==> src/rtl/ldsf_pkg.sv <==
package ldsf_pkg;
  localparam logic [31:0] LDSF_DISP_MEM_LO = 32'h000a0000;
  localparam logic [31:0] LDSF_DISP_MEM_HI = 32'h000bffff;
  localparam logic [9:0] LDSF_DISP_IO_A_LO = 10'h3b0;
  localparam logic [9:0] LDSF_DISP_IO_A_HI = 10'h3bb;
  localparam logic [9:0] LDSF_DISP_IO_B_LO = 10'h3c0;
  localparam logic [9:0] LDSF_DISP_IO_B_HI = 10'h3df;
  localparam logic [15:0] LDSF_IO_UPPER_ZERO = 16'h0000;
  localparam logic [1:0] LDSF_ALIAS_FREE_BLK = 2'h0;
  localparam logic [5:0] LDSF_ALIAS_ZERO = 6'h00;
  localparam logic LDSF_CTRL_RESET = 1'b0;
  localparam logic LDSF_SERR_IDLE = 1'b1;
  localparam int LDSF_ADDR_W = 32;
endpackage

==> src/rtl/ldsf_top.sv <==
// Function
// - Display enable claims A0000-BFFFF memory downstream
// - Display enable forwards 3B0-3BB, 3C0-3DF I/O
// - Ten-bit display decode ignores address bits 15:10
// - Display enable blocks those addresses upstream
// - Display forwarding ignores alias bit and windows
// - Display I/O/memory needs I/O/memory space enable
// - Display disabled: forward only inside windows
// - Alias filter only within window, first 64KB
// - Alias filter blocks upper 768 bytes downstream
// - Alias filter forwards upper 768 bytes upstream
// - Alias filter off: forward whole I/O window
// - Forwarding enabled: secondary error sends message
// - Disabled forwarding still occurs if mask clear
// - Wide decode uses sixteen bits, else ten
`timescale 1ns/100ps
`default_nettype none
module ldsf_top
  import ldsf_pkg::*;
#(
  parameter int ADDR_W = LDSF_ADDR_W
) (
  input wire logic SYS_CLK,
  input wire logic RESET,
  input wire logic LEGACY_DISPLAY_ENABLE,
  input wire logic LEGACY_DISPLAY_WIDE_DECODE,
  input wire logic LEGACY_IO_ALIAS_FILTER_ENABLE,
  input wire logic SYSTEM_ERROR_FORWARD_ENABLE,
  input wire logic SERR_ADV_MASK,
  input wire logic FATAL_SEVERITY,
  input wire logic IO_SPACE_ENABLE,
  input wire logic MEM_SPACE_ENABLE,
  input wire logic [ADDR_W-1:0] IO_BASE,
  input wire logic [ADDR_W-1:0] IO_LIMIT,
  input wire logic [ADDR_W-1:0] MEM_BASE,
  input wire logic [ADDR_W-1:0] MEM_LIMIT,
  input wire logic [ADDR_W-1:0] PMEM_BASE,
  input wire logic [ADDR_W-1:0] PMEM_LIMIT,
  input wire logic DN_REQ_VALID,
  input wire logic DN_REQ_IS_IO,
  input wire logic [ADDR_W-1:0] DN_REQ_ADDR,
  input wire logic UP_REQ_VALID,
  input wire logic UP_REQ_IS_IO,
  input wire logic [ADDR_W-1:0] UP_REQ_ADDR,
  input wire logic SECONDARY_SYSTEM_ERROR_N,
  output logic DN_DONE,
  output logic DN_CLAIM,
  output logic UP_DONE,
  output logic UP_CLAIM,
  output logic ERR_MSG_SEND,
  output logic ERR_MSG_FATAL
);
  if (ADDR_W != 32) begin : g_chk
    $error("ldsf_top supports only ADDR_W of 32");
  end

  logic dn_done_q, dn_done_d, dn_claim_q, dn_claim_d;
  logic up_done_q, up_done_d, up_claim_q, up_claim_d;
  logic err_send_q, err_send_d, err_fatal_q, err_fatal_d;
  logic serr_prev_q, serr_prev_d;

  function automatic logic in_win(input logic [31:0] a, input logic [31:0] lo, input logic [31:0] hi);
    in_win = (a >= lo) && (a <= hi);
  endfunction

  // Legacy display I/O match; narrow mode lets any alias within the first 64 KB through
  function automatic logic disp_io(input logic [31:0] a, input logic wide);
    logic lo_ok;
    lo_ok = ((a[9:0] >= LDSF_DISP_IO_A_LO) && (a[9:0] <= LDSF_DISP_IO_A_HI)) ||
            ((a[9:0] >= LDSF_DISP_IO_B_LO) && (a[9:0] <= LDSF_DISP_IO_B_HI));
    disp_io = (a[31:16] == LDSF_IO_UPPER_ZERO) && lo_ok &&
              (!wide || (a[15:10] == LDSF_ALIAS_ZERO));
  endfunction

  function automatic logic disp_mem(input logic [31:0] a);
    disp_mem = in_win(a, LDSF_DISP_MEM_LO, LDSF_DISP_MEM_HI);
  endfunction

  // Upper 768 bytes of a 1-KB block within the first 64 KB
  function automatic logic isa_alias(input logic [31:0] a);
    isa_alias = (a[31:16] == LDSF_IO_UPPER_ZERO) && (a[9:8] != LDSF_ALIAS_FREE_BLK);
  endfunction

  logic dn_disp, dn_io_win, dn_mem_win, dn_fwd;
  logic up_disp, up_io_win, up_mem_win, up_fwd;
  logic serr_edge;

  always_comb begin
    dn_disp = LEGACY_DISPLAY_ENABLE &&
              (DN_REQ_IS_IO ? disp_io(DN_REQ_ADDR, LEGACY_DISPLAY_WIDE_DECODE) : disp_mem(DN_REQ_ADDR));
    dn_io_win = in_win(DN_REQ_ADDR, IO_BASE, IO_LIMIT);
    dn_mem_win = in_win(DN_REQ_ADDR, MEM_BASE, MEM_LIMIT) || in_win(DN_REQ_ADDR, PMEM_BASE, PMEM_LIMIT);
    if (dn_disp) begin
      dn_fwd = DN_REQ_IS_IO ? IO_SPACE_ENABLE : MEM_SPACE_ENABLE;
    end else if (DN_REQ_IS_IO) begin
      dn_fwd = IO_SPACE_ENABLE && dn_io_win &&
               !(LEGACY_IO_ALIAS_FILTER_ENABLE && isa_alias(DN_REQ_ADDR));
    end else begin
      dn_fwd = MEM_SPACE_ENABLE && dn_mem_win;
    end
    up_disp = LEGACY_DISPLAY_ENABLE &&
              (UP_REQ_IS_IO ? disp_io(UP_REQ_ADDR, LEGACY_DISPLAY_WIDE_DECODE) : disp_mem(UP_REQ_ADDR));
    up_io_win = in_win(UP_REQ_ADDR, IO_BASE, IO_LIMIT);
    up_mem_win = in_win(UP_REQ_ADDR, MEM_BASE, MEM_LIMIT) || in_win(UP_REQ_ADDR, PMEM_BASE, PMEM_LIMIT);
    // Upstream: outside the windows, alias range inside window when filtered, never display
    if (up_disp) begin
      up_fwd = 1'b0;
    end else if (UP_REQ_IS_IO) begin
      up_fwd = !up_io_win || (LEGACY_IO_ALIAS_FILTER_ENABLE && isa_alias(UP_REQ_ADDR));
    end else begin
      up_fwd = !up_mem_win;
    end
    dn_done_d = DN_REQ_VALID;
    dn_claim_d = DN_REQ_VALID && dn_fwd;
    up_done_d = UP_REQ_VALID;
    up_claim_d = UP_REQ_VALID && up_fwd;
    serr_prev_d = SECONDARY_SYSTEM_ERROR_N;
    serr_edge = serr_prev_q && !SECONDARY_SYSTEM_ERROR_N;
    err_send_d = serr_edge && (SYSTEM_ERROR_FORWARD_ENABLE || !SERR_ADV_MASK);
    err_fatal_d = serr_edge ? FATAL_SEVERITY : err_fatal_q;
  end

  always_ff @(posedge SYS_CLK) begin
    if (RESET) begin
      dn_done_q <= LDSF_CTRL_RESET;
      dn_claim_q <= LDSF_CTRL_RESET;
      up_done_q <= LDSF_CTRL_RESET;
      up_claim_q <= LDSF_CTRL_RESET;
      err_send_q <= LDSF_CTRL_RESET;
      err_fatal_q <= LDSF_CTRL_RESET;
      serr_prev_q <= LDSF_SERR_IDLE;
    end else begin
      dn_done_q <= dn_done_d;
      dn_claim_q <= dn_claim_d;
      up_done_q <= up_done_d;
      up_claim_q <= up_claim_d;
      err_send_q <= err_send_d;
      err_fatal_q <= err_fatal_d;
      serr_prev_q <= serr_prev_d;
    end
  end

  assign DN_DONE = dn_done_q;
  assign DN_CLAIM = dn_claim_q;
  assign UP_DONE = up_done_q;
  assign UP_CLAIM = up_claim_q;
  assign ERR_MSG_SEND = err_send_q;
  assign ERR_MSG_FATAL = err_fatal_q;

  property p_disp_mem_claim;
    @(posedge SYS_CLK) disable iff (RESET)
    (DN_REQ_VALID && !DN_REQ_IS_IO && LEGACY_DISPLAY_ENABLE && MEM_SPACE_ENABLE &&
     DN_REQ_ADDR >= LDSF_DISP_MEM_LO && DN_REQ_ADDR <= LDSF_DISP_MEM_HI) |=> DN_CLAIM;
  endproperty
  a_disp_mem_claim: assert property (p_disp_mem_claim) else $error("display memory not claimed");

  property p_disp_io_alias;
    @(posedge SYS_CLK) disable iff (RESET)
    (DN_REQ_VALID && DN_REQ_IS_IO && LEGACY_DISPLAY_ENABLE && !LEGACY_DISPLAY_WIDE_DECODE && IO_SPACE_ENABLE &&
     DN_REQ_ADDR[31:16] == LDSF_IO_UPPER_ZERO &&
     DN_REQ_ADDR[9:0] >= LDSF_DISP_IO_B_LO && DN_REQ_ADDR[9:0] <= LDSF_DISP_IO_B_HI) |=> DN_CLAIM;
  endproperty
  a_disp_io_alias: assert property (p_disp_io_alias) else $error("display io alias not claimed");

  property p_wide_rejects_alias;
    @(posedge SYS_CLK) disable iff (RESET)
    (DN_REQ_VALID && DN_REQ_IS_IO && LEGACY_DISPLAY_ENABLE && LEGACY_DISPLAY_WIDE_DECODE &&
     DN_REQ_ADDR[15:10] != LDSF_ALIAS_ZERO && !in_win(DN_REQ_ADDR, IO_BASE, IO_LIMIT)) |=> !DN_CLAIM;
  endproperty
  a_wide_rejects_alias: assert property (p_wide_rejects_alias) else $error("wide decode took alias");

  property p_up_block_disp;
    @(posedge SYS_CLK) disable iff (RESET)
    (UP_REQ_VALID && !UP_REQ_IS_IO && LEGACY_DISPLAY_ENABLE &&
     UP_REQ_ADDR >= LDSF_DISP_MEM_LO && UP_REQ_ADDR <= LDSF_DISP_MEM_HI) |=> UP_DONE && !UP_CLAIM;
  endproperty
  a_up_block_disp: assert property (p_up_block_disp) else $error("display address forwarded upstream");

  property p_space_enable;
    @(posedge SYS_CLK) disable iff (RESET)
    (DN_REQ_VALID && (DN_REQ_IS_IO ? !IO_SPACE_ENABLE : !MEM_SPACE_ENABLE)) |=> !DN_CLAIM;
  endproperty
  a_space_enable: assert property (p_space_enable) else $error("claimed with space disabled");

  property p_alias_block;
    @(posedge SYS_CLK) disable iff (RESET)
    (DN_REQ_VALID && DN_REQ_IS_IO && !LEGACY_DISPLAY_ENABLE && LEGACY_IO_ALIAS_FILTER_ENABLE &&
     DN_REQ_ADDR[31:16] == LDSF_IO_UPPER_ZERO && DN_REQ_ADDR[9:8] != LDSF_ALIAS_FREE_BLK) |=> !DN_CLAIM;
  endproperty
  a_alias_block: assert property (p_alias_block) else $error("alias forwarded downstream");

  property p_window_io;
    @(posedge SYS_CLK) disable iff (RESET)
    (DN_REQ_VALID && DN_REQ_IS_IO && !LEGACY_DISPLAY_ENABLE && !LEGACY_IO_ALIAS_FILTER_ENABLE &&
     IO_SPACE_ENABLE) |=> (DN_CLAIM == $past(dn_io_win));
  endproperty
  a_window_io: assert property (p_window_io) else $error("io window decode wrong");

  property p_serr_fwd;
    @(posedge SYS_CLK) disable iff (RESET)
    ($fell(SECONDARY_SYSTEM_ERROR_N) && (SYSTEM_ERROR_FORWARD_ENABLE || !SERR_ADV_MASK))
      |=> ERR_MSG_SEND ##1 !ERR_MSG_SEND;
  endproperty
  a_serr_fwd: assert property (p_serr_fwd) else $error("error message not sent once");

  property p_serr_suppress;
    @(posedge SYS_CLK) disable iff (RESET)
    (!SYSTEM_ERROR_FORWARD_ENABLE && SERR_ADV_MASK) |=> !ERR_MSG_SEND;
  endproperty
  a_serr_suppress: assert property (p_serr_suppress) else $error("error message not suppressed");

  property p_err_severity;
    @(posedge SYS_CLK) disable iff (RESET)
    ($fell(SECONDARY_SYSTEM_ERROR_N) && (SYSTEM_ERROR_FORWARD_ENABLE || !SERR_ADV_MASK))
      |=> ERR_MSG_FATAL == $past(FATAL_SEVERITY);
  endproperty
  a_err_severity: assert property (p_err_severity) else $error("error message severity wrong");

  property p_up_alias;
    @(posedge SYS_CLK) disable iff (RESET)
    (UP_REQ_VALID && UP_REQ_IS_IO && !LEGACY_DISPLAY_ENABLE && LEGACY_IO_ALIAS_FILTER_ENABLE &&
     UP_REQ_ADDR[31:16] == LDSF_IO_UPPER_ZERO && UP_REQ_ADDR[9:8] != LDSF_ALIAS_FREE_BLK) |=> UP_CLAIM;
  endproperty
  a_up_alias: assert property (p_up_alias) else $error("alias not forwarded upstream");

  property p_dn_answer;
    @(posedge SYS_CLK) disable iff (RESET)
    DN_REQ_VALID |=> DN_DONE;
  endproperty
  a_dn_answer: assert property (p_dn_answer) else $error("downstream request not answered");

  property p_up_answer;
    @(posedge SYS_CLK) disable iff (RESET)
    UP_REQ_VALID |=> UP_DONE;
  endproperty
  a_up_answer: assert property (p_up_answer) else $error("upstream request not answered");
endmodule
`default_nettype wire

==> config.mk <==
export PLATFORM = sky130hd
export DESIGN_NAME = ldsf_top
export DESIGN_NICKNAME = d
export VERILOG_FILES = /design/src/rtl/ldsf_pkg.sv /design/src/rtl/ldsf_top.sv
export SDC_FILE = /design/constraint.sdc
export NUM_CORES = 1
export LEC_CHECK = 0
export BUFFER_PORTS_ARGS = -buffer_cell sky130_fd_sc_hd__buf_2
export CAP_MARGIN = 20
export CORE_ASPECT_RATIO = 0.75
export CORE_MARGIN = 1.5
export CORE_UTILIZATION = 50
export DETAILED_ROUTE_END_ITERATION = 16
export PLACE_DENSITY = 0.86
export SLEW_MARGIN = 10
export SYNTH_ARGS = -nofsm -noshare
export SYNTH_HDL_FRONTEND = slang
export SYNTH_SLANG_ARGS = --single-unit
==> constraint.sdc <==
create_clock -name SYS_CLK -period 2.59 [get_ports SYS_CLK]
set_input_delay 0.3885 -clock SYS_CLK [delete_from_list [all_inputs] [get_ports SYS_CLK]]
set_output_delay 0.3885 -clock SYS_CLK [all_outputs]
set_load 0.02 [all_outputs]
* Word level (Yosys, flattened, before mapping) *
Cells that the tools add are included.

word-level totals
  input port bits = 271
  flip-flop bits (word level) = 7
  output and inout port bits = 6

operators by class
  muxes and demuxes = 7
  $lt $le $gt $ge = 24
  reduce and logical (&&, ||, !) cells = 49

operators with widths
  cell                                                                 count
  greater-or-equal comparator 32 bit                                   6
  <= comparator 32 bit                                                 6
  greater-or-equal comparator 32 x 20 -> 1 bit, second input constant  2
  <= comparator 32 x 20 -> 1 bit, second input constant                2
  greater-or-equal comparator 10 bit, second input constant            4
  <= comparator 10 bit, second input constant                          4
  zero test 16 bit                                                     2
  logical AND 1 bit                                                    29
  zero test 6 bit                                                      2
  logical OR 1 bit                                                     8
  2-to-1 mux 1 bit                                                     7
  zero test 1 bit                                                      6
  nonzero test 2 bit                                                   2

* Depth between registers and ports, before layout *
  depth after elaboration = 9
  gate-level depth with buffers = 10
  mapped depth without buffers = 10

* Worst setup path before layout *
OpenSTA, ideal clock, no wires.

  path kind = input to register
  start = input MEM_LIMIT[14]
  end = register dn_claim_q (netlist: DN_CLAIM)
  stages = 10
  data arrival time = 2.239 ns
  data required time = 2.465 ns
  path slack = 0.226 ns
  cell sequence = inv_1 ha_1 nand4_1 or4_1 a21oi_1 a211oi_1 nand2_1 a31oi_1 o22a_1 o41a_1

between the ends
  longest elaborated chain between the ends = 7

ends and longest elaborated chain
  element               RTL line         source
  start, declared       ldsf_top.sv:36   input wire logic [ADDR_W-1:0] MEM_LIMIT,
  <= comparator 32 bit  ldsf_top.sv:63   in_win = (a >= lo) && (a <= hi);
  logical AND 1 bit     ldsf_top.sv:63
  logical OR 1 bit      ldsf_top.sv:92   dn_mem_win = in_win(DN_REQ_ADDR, MEM_BASE, MEM_LIMIT) || in_win(DN_REQ_ADDR, PMEM_BASE, PMEM_LIMIT);
  logical AND 1 bit     ldsf_top.sv:99   dn_fwd = MEM_SPACE_ENABLE && dn_mem_win;
  2-to-1 mux 1 bit      ldsf_top.sv:95   end else if (DN_REQ_IS_IO) begin
  2-to-1 mux 1 bit      ldsf_top.sv:93   if (dn_disp) begin
  logical AND 1 bit     ldsf_top.sv:114  dn_claim_d = DN_REQ_VALID && dn_fwd;
  end signal, assigned  ldsf_top.sv:134  dn_claim_q <= dn_claim_d;
  end, declared         ldsf_top.sv:57   logic dn_done_q, dn_done_d, dn_claim_q, dn_claim_d;

Every way passes these cells.
A chain may end at the register's enable or synchronous reset.

* Worst setup path after layout *
  start = input UP_REQ_ADDR[27]
  end = register up_claim_q (netlist: UP_CLAIM)

between the ends
  longest elaborated chain between the ends = 7
  elaborated cells between the ends (all ways) = 26
  those cells by class = 8 x order compare; 3 x mux; 15 x reduce/logical

ends and longest elaborated chain
  element                                                           RTL line                                        source
  start, declared                                                   ldsf_top.sv:44                                  input wire logic [ADDR_W-1:0] UP_REQ_ADDR,
  greater-or-equal comparator 32 bit, or another cell as far along  ldsf_top.sv:63
  logical AND 1 bit, on equally long branches                       ldsf_top.sv:63, ldsf_top.sv:71, ldsf_top.sv:81
  logical OR 1 bit, or another cell as far along                    ldsf_top.sv:104                                 up_mem_win = in_win(UP_REQ_ADDR, MEM_BASE, MEM_LIMIT) || in_win(UP_REQ_ADDR, PMEM_BASE, PMEM_LIMIT);
  zero test 1 bit, or another cell as far along                     ldsf_top.sv:111                                 up_fwd = !up_mem_win;
  2-to-1 mux 1 bit / logical AND 1 bit (equally long branches)      ldsf_top.sv:108, ldsf_top.sv:101
  2-to-1 mux 1 bit (*)                                              ldsf_top.sv:106                                 if (up_disp) begin
  logical AND 1 bit (*)                                             ldsf_top.sv:116                                 up_claim_d = UP_REQ_VALID && up_fwd;
  end signal, assigned                                              ldsf_top.sv:136                                 up_claim_q <= up_claim_d;
  end, declared                                                     ldsf_top.sv:58                                  logic up_done_q, up_done_d, up_claim_q, up_claim_d;

Mark *: on every way between the ends. The rest lies on a longest branch, timed or not.

==> results.sh <==
export IMPL_p_leak_nw=7.16
export IMPL_cp_max_fo=6
export IMPL_rr_startpoint="serr_prev_q"
export IMPL_ys_flop_type="dfxtp_1"
export IMPL_cp_start_kind="primary input"
export IMPL_nFillCells=1518
export IMPL_ioPinCount=277
export IMPL_worstSetupStartpoint="UP_REQ_ADDR[27]"
export IMPL_synth_edf_count=0
export IMPL_cts_tree="built"
export IMPL_end_kind="flip-flop"
export IMPL_path_clk_slew_ps=40
export IMPL_finalHoldViolations=0
export IMPL_powerDensity_nw_per_um2=198
export IMPL_fin_crit_ps=2670
export IMPL_h_tree_depth=1
export IMPL_die_area_um2=19300
export IMPL_grt_pass1_wl_mm=55.4
export IMPL_yosysUniqueCellTypes=48
export IMPL_peakVddDrop_mv=0.427
export IMPL_wirelength_mm=36.4
export IMPL_slew_viol_final=0
export IMPL_fp_dieW_um=160
export IMPL_setup_ws_ps=-84.5
export IMPL_overflow=0
export IMPL_violations="negative setup slack"
export IMPL_cp_arrival_ps=2830
export IMPL_grt_pass1_vias=11017
export IMPL_yosysWarnings=0
export IMPL_syn_area_um2=9230
export IMPL_drive_above_1_share_pct=29.0
export IMPL_syn_num_nets=1870
export IMPL_r2r_cells=3
export IMPL_path_cells="buf_2, buf_12, ha_4, o21ai_1, nor2_1, o21ai_1, a21oi_1, a211oi_2, or4b_4, a311o_1, a21boi_1"
export IMPL_firstDrtPassIters=5
export IMPL_p_int_w=0.00125
export IMPL_synthCells=1215
export IMPL_rows=42
export IMPL_drc_errors=0
export IMPL_layout_commonest_cell="ha_1"
export IMPL_cts_buffers=3
export IMPL_p_sw_share_pct=49.2
export IMPL_slowest_stage="or4b_4"
export IMPL_gp_congestion=1.03
export IMPL_clk_insertion_delay_late_ps=230
export IMPL_layout_common_cells="ha_1 (377), buf_2 (274), inv_1 (190)"
export IMPL_r2r_end="ERR_MSG_FATAL"
export IMPL_skew_ps=0.0185
export IMPL_grt_max_degree=9
export IMPL_avgSynthCellArea_um2=7.60
export IMPL_finalPower_w=0.00247
export IMPL_num_vias=11226
export IMPL_endpoint="UP_CLAIM"
export IMPL_switchingPower_w=0.00122
export IMPL_required_ps=2750
export IMPL_syn_to_final_growth_pct=34.7
export IMPL_die_h_um=121
export IMPL_crit_top_cell="o21ai_1"
export IMPL_maxCapViolCount=0
export IMPL_worstHoldPathType="primary input to flip-flop"
export IMPL_cts_hold_buffers=0
export IMPL_cts_sinks=7
export IMPL_ys_ff_latch=7
export IMPL_grt_total_usage_pct=36.3
export IMPL_synth_seq_area_share_pct=1.52
export IMPL_period_share_pct=103
export IMPL_dp_cells=1882
export IMPL_clock_path_buffers=2
export IMPL_antenna_left=0
export IMPL_outcome="finished, violations left"
export IMPL_pwr_share_seq_pct=4.7
export IMPL_routedWlPerCell_um=19.3
export IMPL_synth_async_sr_flop_share_pct=0
export IMPL_tightestPinTransition_ps=566
export IMPL_root_buffer="clkbuf_16"
export IMPL_max_freq_ghz=0.374
export IMPL_grt_antenna_before_repair=2
export IMPL_detail_route_vias_per_cell=5.94
export IMPL_r2r_slack_ps=1740
export IMPL_fin_nets=2301
export IMPL_worstSetupPathType="primary input to flip-flop"
export IMPL_clockPowerShare_pct=10.7
export IMPL_setup_viol=1
export IMPL_initialDrtViolationCount=1121
export IMPL_start_util_pct=51.7
export IMPL_slew_headroom_pct=61.9
export IMPL_port_buffers=276
export IMPL_dp_hpwl_mm=31.8
export IMPL_slowest_delay_ps=570
export IMPL_coreArea_um2=17900
export IMPL_combPwrFrac_pct=84.5
export IMPL_fin_cells=1889
-- worst min path at each step --
| stage | start | endpoint | slack [ps] | cells after the start |
|---|---|---|---|---|
| detailed placement | ERR_MSG_FATAL | ERR_MSG_FATAL | 480 | 2 |
| CTS | SECONDARY_SYSTEM_ERROR_N | serr_prev_q | 360 | 2 |
| finish | SECONDARY_SYSTEM_ERROR_N | serr_prev_q | 360 | 2 |
| global placement | ERR_MSG_FATAL | ERR_MSG_FATAL | 470 | 2 |
| global route | SECONDARY_SYSTEM_ERROR_N | serr_prev_q | 360 | 2 |
| floorplan | RESET | ERR_MSG_FATAL | 460 | 1 |
-- metal layers --
layer	global-route usage (%)	vias to the layer above	part of all wire [%]
met5	0	-	0
met4	12.7	0	3.9
met3	6.96	128	12
met2	55.7	645	40
met1	50.4	5039	44
li1	-	5414	-
-- state kept, by name, indices dropped and copies added (netlist names) --
register and count:
DN_CLAIM 1, DN_DONE 1, ERR_MSG_FATAL 1, ERR_MSG_SEND 1, UP_CLAIM 1, UP_DONE 1, serr_prev_q 1
-- stage by stage --
stage | setup TNS, ps | util [%] | hold WS, ps | setup slack (ps) | area [um^2]
CTS | 0 | 68.2 | 357 | 1.22 | 12200
global placement | -824 | 67.4 | 470 | -476 | 12000
finish | -84.5 | 69.6 | 358 | -84.5 | 12400
floorplan | 0 | - | 461 | 226 | 9230
detailed placement | -883 | 67.4 | 480 | -520 | 12000
global route | -201 | 69.6 | 361 | -117 | 12400
-- cells in the mapped netlist (10+ instances only) --
cell / n / area share (%)
ha_1: 384 / 52
inv_1: 196 / 8.0
a21oi_1: 139 / 7.5
nand2_1: 77 / 3.1
o21ai_0: 62 / 3.4
nand4_1: 61 / 4.1
nor2_1: 53 / 2.2
a21o_1: 35 / 2.8
nand3_1: 35 / 1.9
a211oi_1: 18 / 1.5
nor3_1: 15 / 0.81
nor4_1: 12 / 0.81
o211ai_1: 12 / 0.98
nor2b_1: 11 / 0.75
a2111oi_0: 10 / 0.95
and4_1: 10 / 0.95
-- cell type report --
cell class / instances / area [um^2] / area share (%)
clock inverter: 1 / 5.00 / 0.0402
clock buffer: 3 / 75.1 / 0.604
antenna: 2 / 5.00 / 0.0402
sequential: 7 / 140 / 1.13
inverter: 196 / 736 / 5.92
multi-input combinational: 1012 / 8640 / 69.5
timing repair buffer: 426 / 2530 / 20.3
tap: 242 / 303 / 2.43
-- kinds of logic after synthesis --
family | after synthesis | share of synthesized area, %
mux | 3 | 0.325
buf+inv | 196 | 7.97
flops | 7 | 1.52
fa+ha+maj | 384 | 52.0
compound gates | 330 | 21.9
simple gates | 295 | 16.2
-- critical path: cells and delay by family --
kind	cells	cell delay, ps
buffers and inverters	2	270
AOI/OAI and AO/OA	6	1310
adders and majority gates	1	210
and+or+nand+nor	2	660
-- power by group through the flow --
stage / Sequential, W / Combinational, W / Clock, W
2_1_floorplan: 0.000124 / 0.00101 / 0
3_3_place_gp: 0.000118 / 0.00185 / 0
3_5_place_dp: 0.000118 / 0.00192 / 0
4_1_cts: 0.000117 / 0.00196 / 0.000266
5_1_grt: 0.000117 / 0.00231 / 0.000272
6_report: 0.000116 / 0.00209 / 0.000265
-- what timing repair did --
| item | CTS | global route |
|---|---|---|
| pin swaps | 4 | 25 |
| cloned | 0 | 0 |
| endpoints found under the setup margin | 2 | 2 |
| setup buffers | 0 | 1 |
| gates resized for setup | 17 | 53 |
No activity file was read; power rests on OpenSTA's default activity.
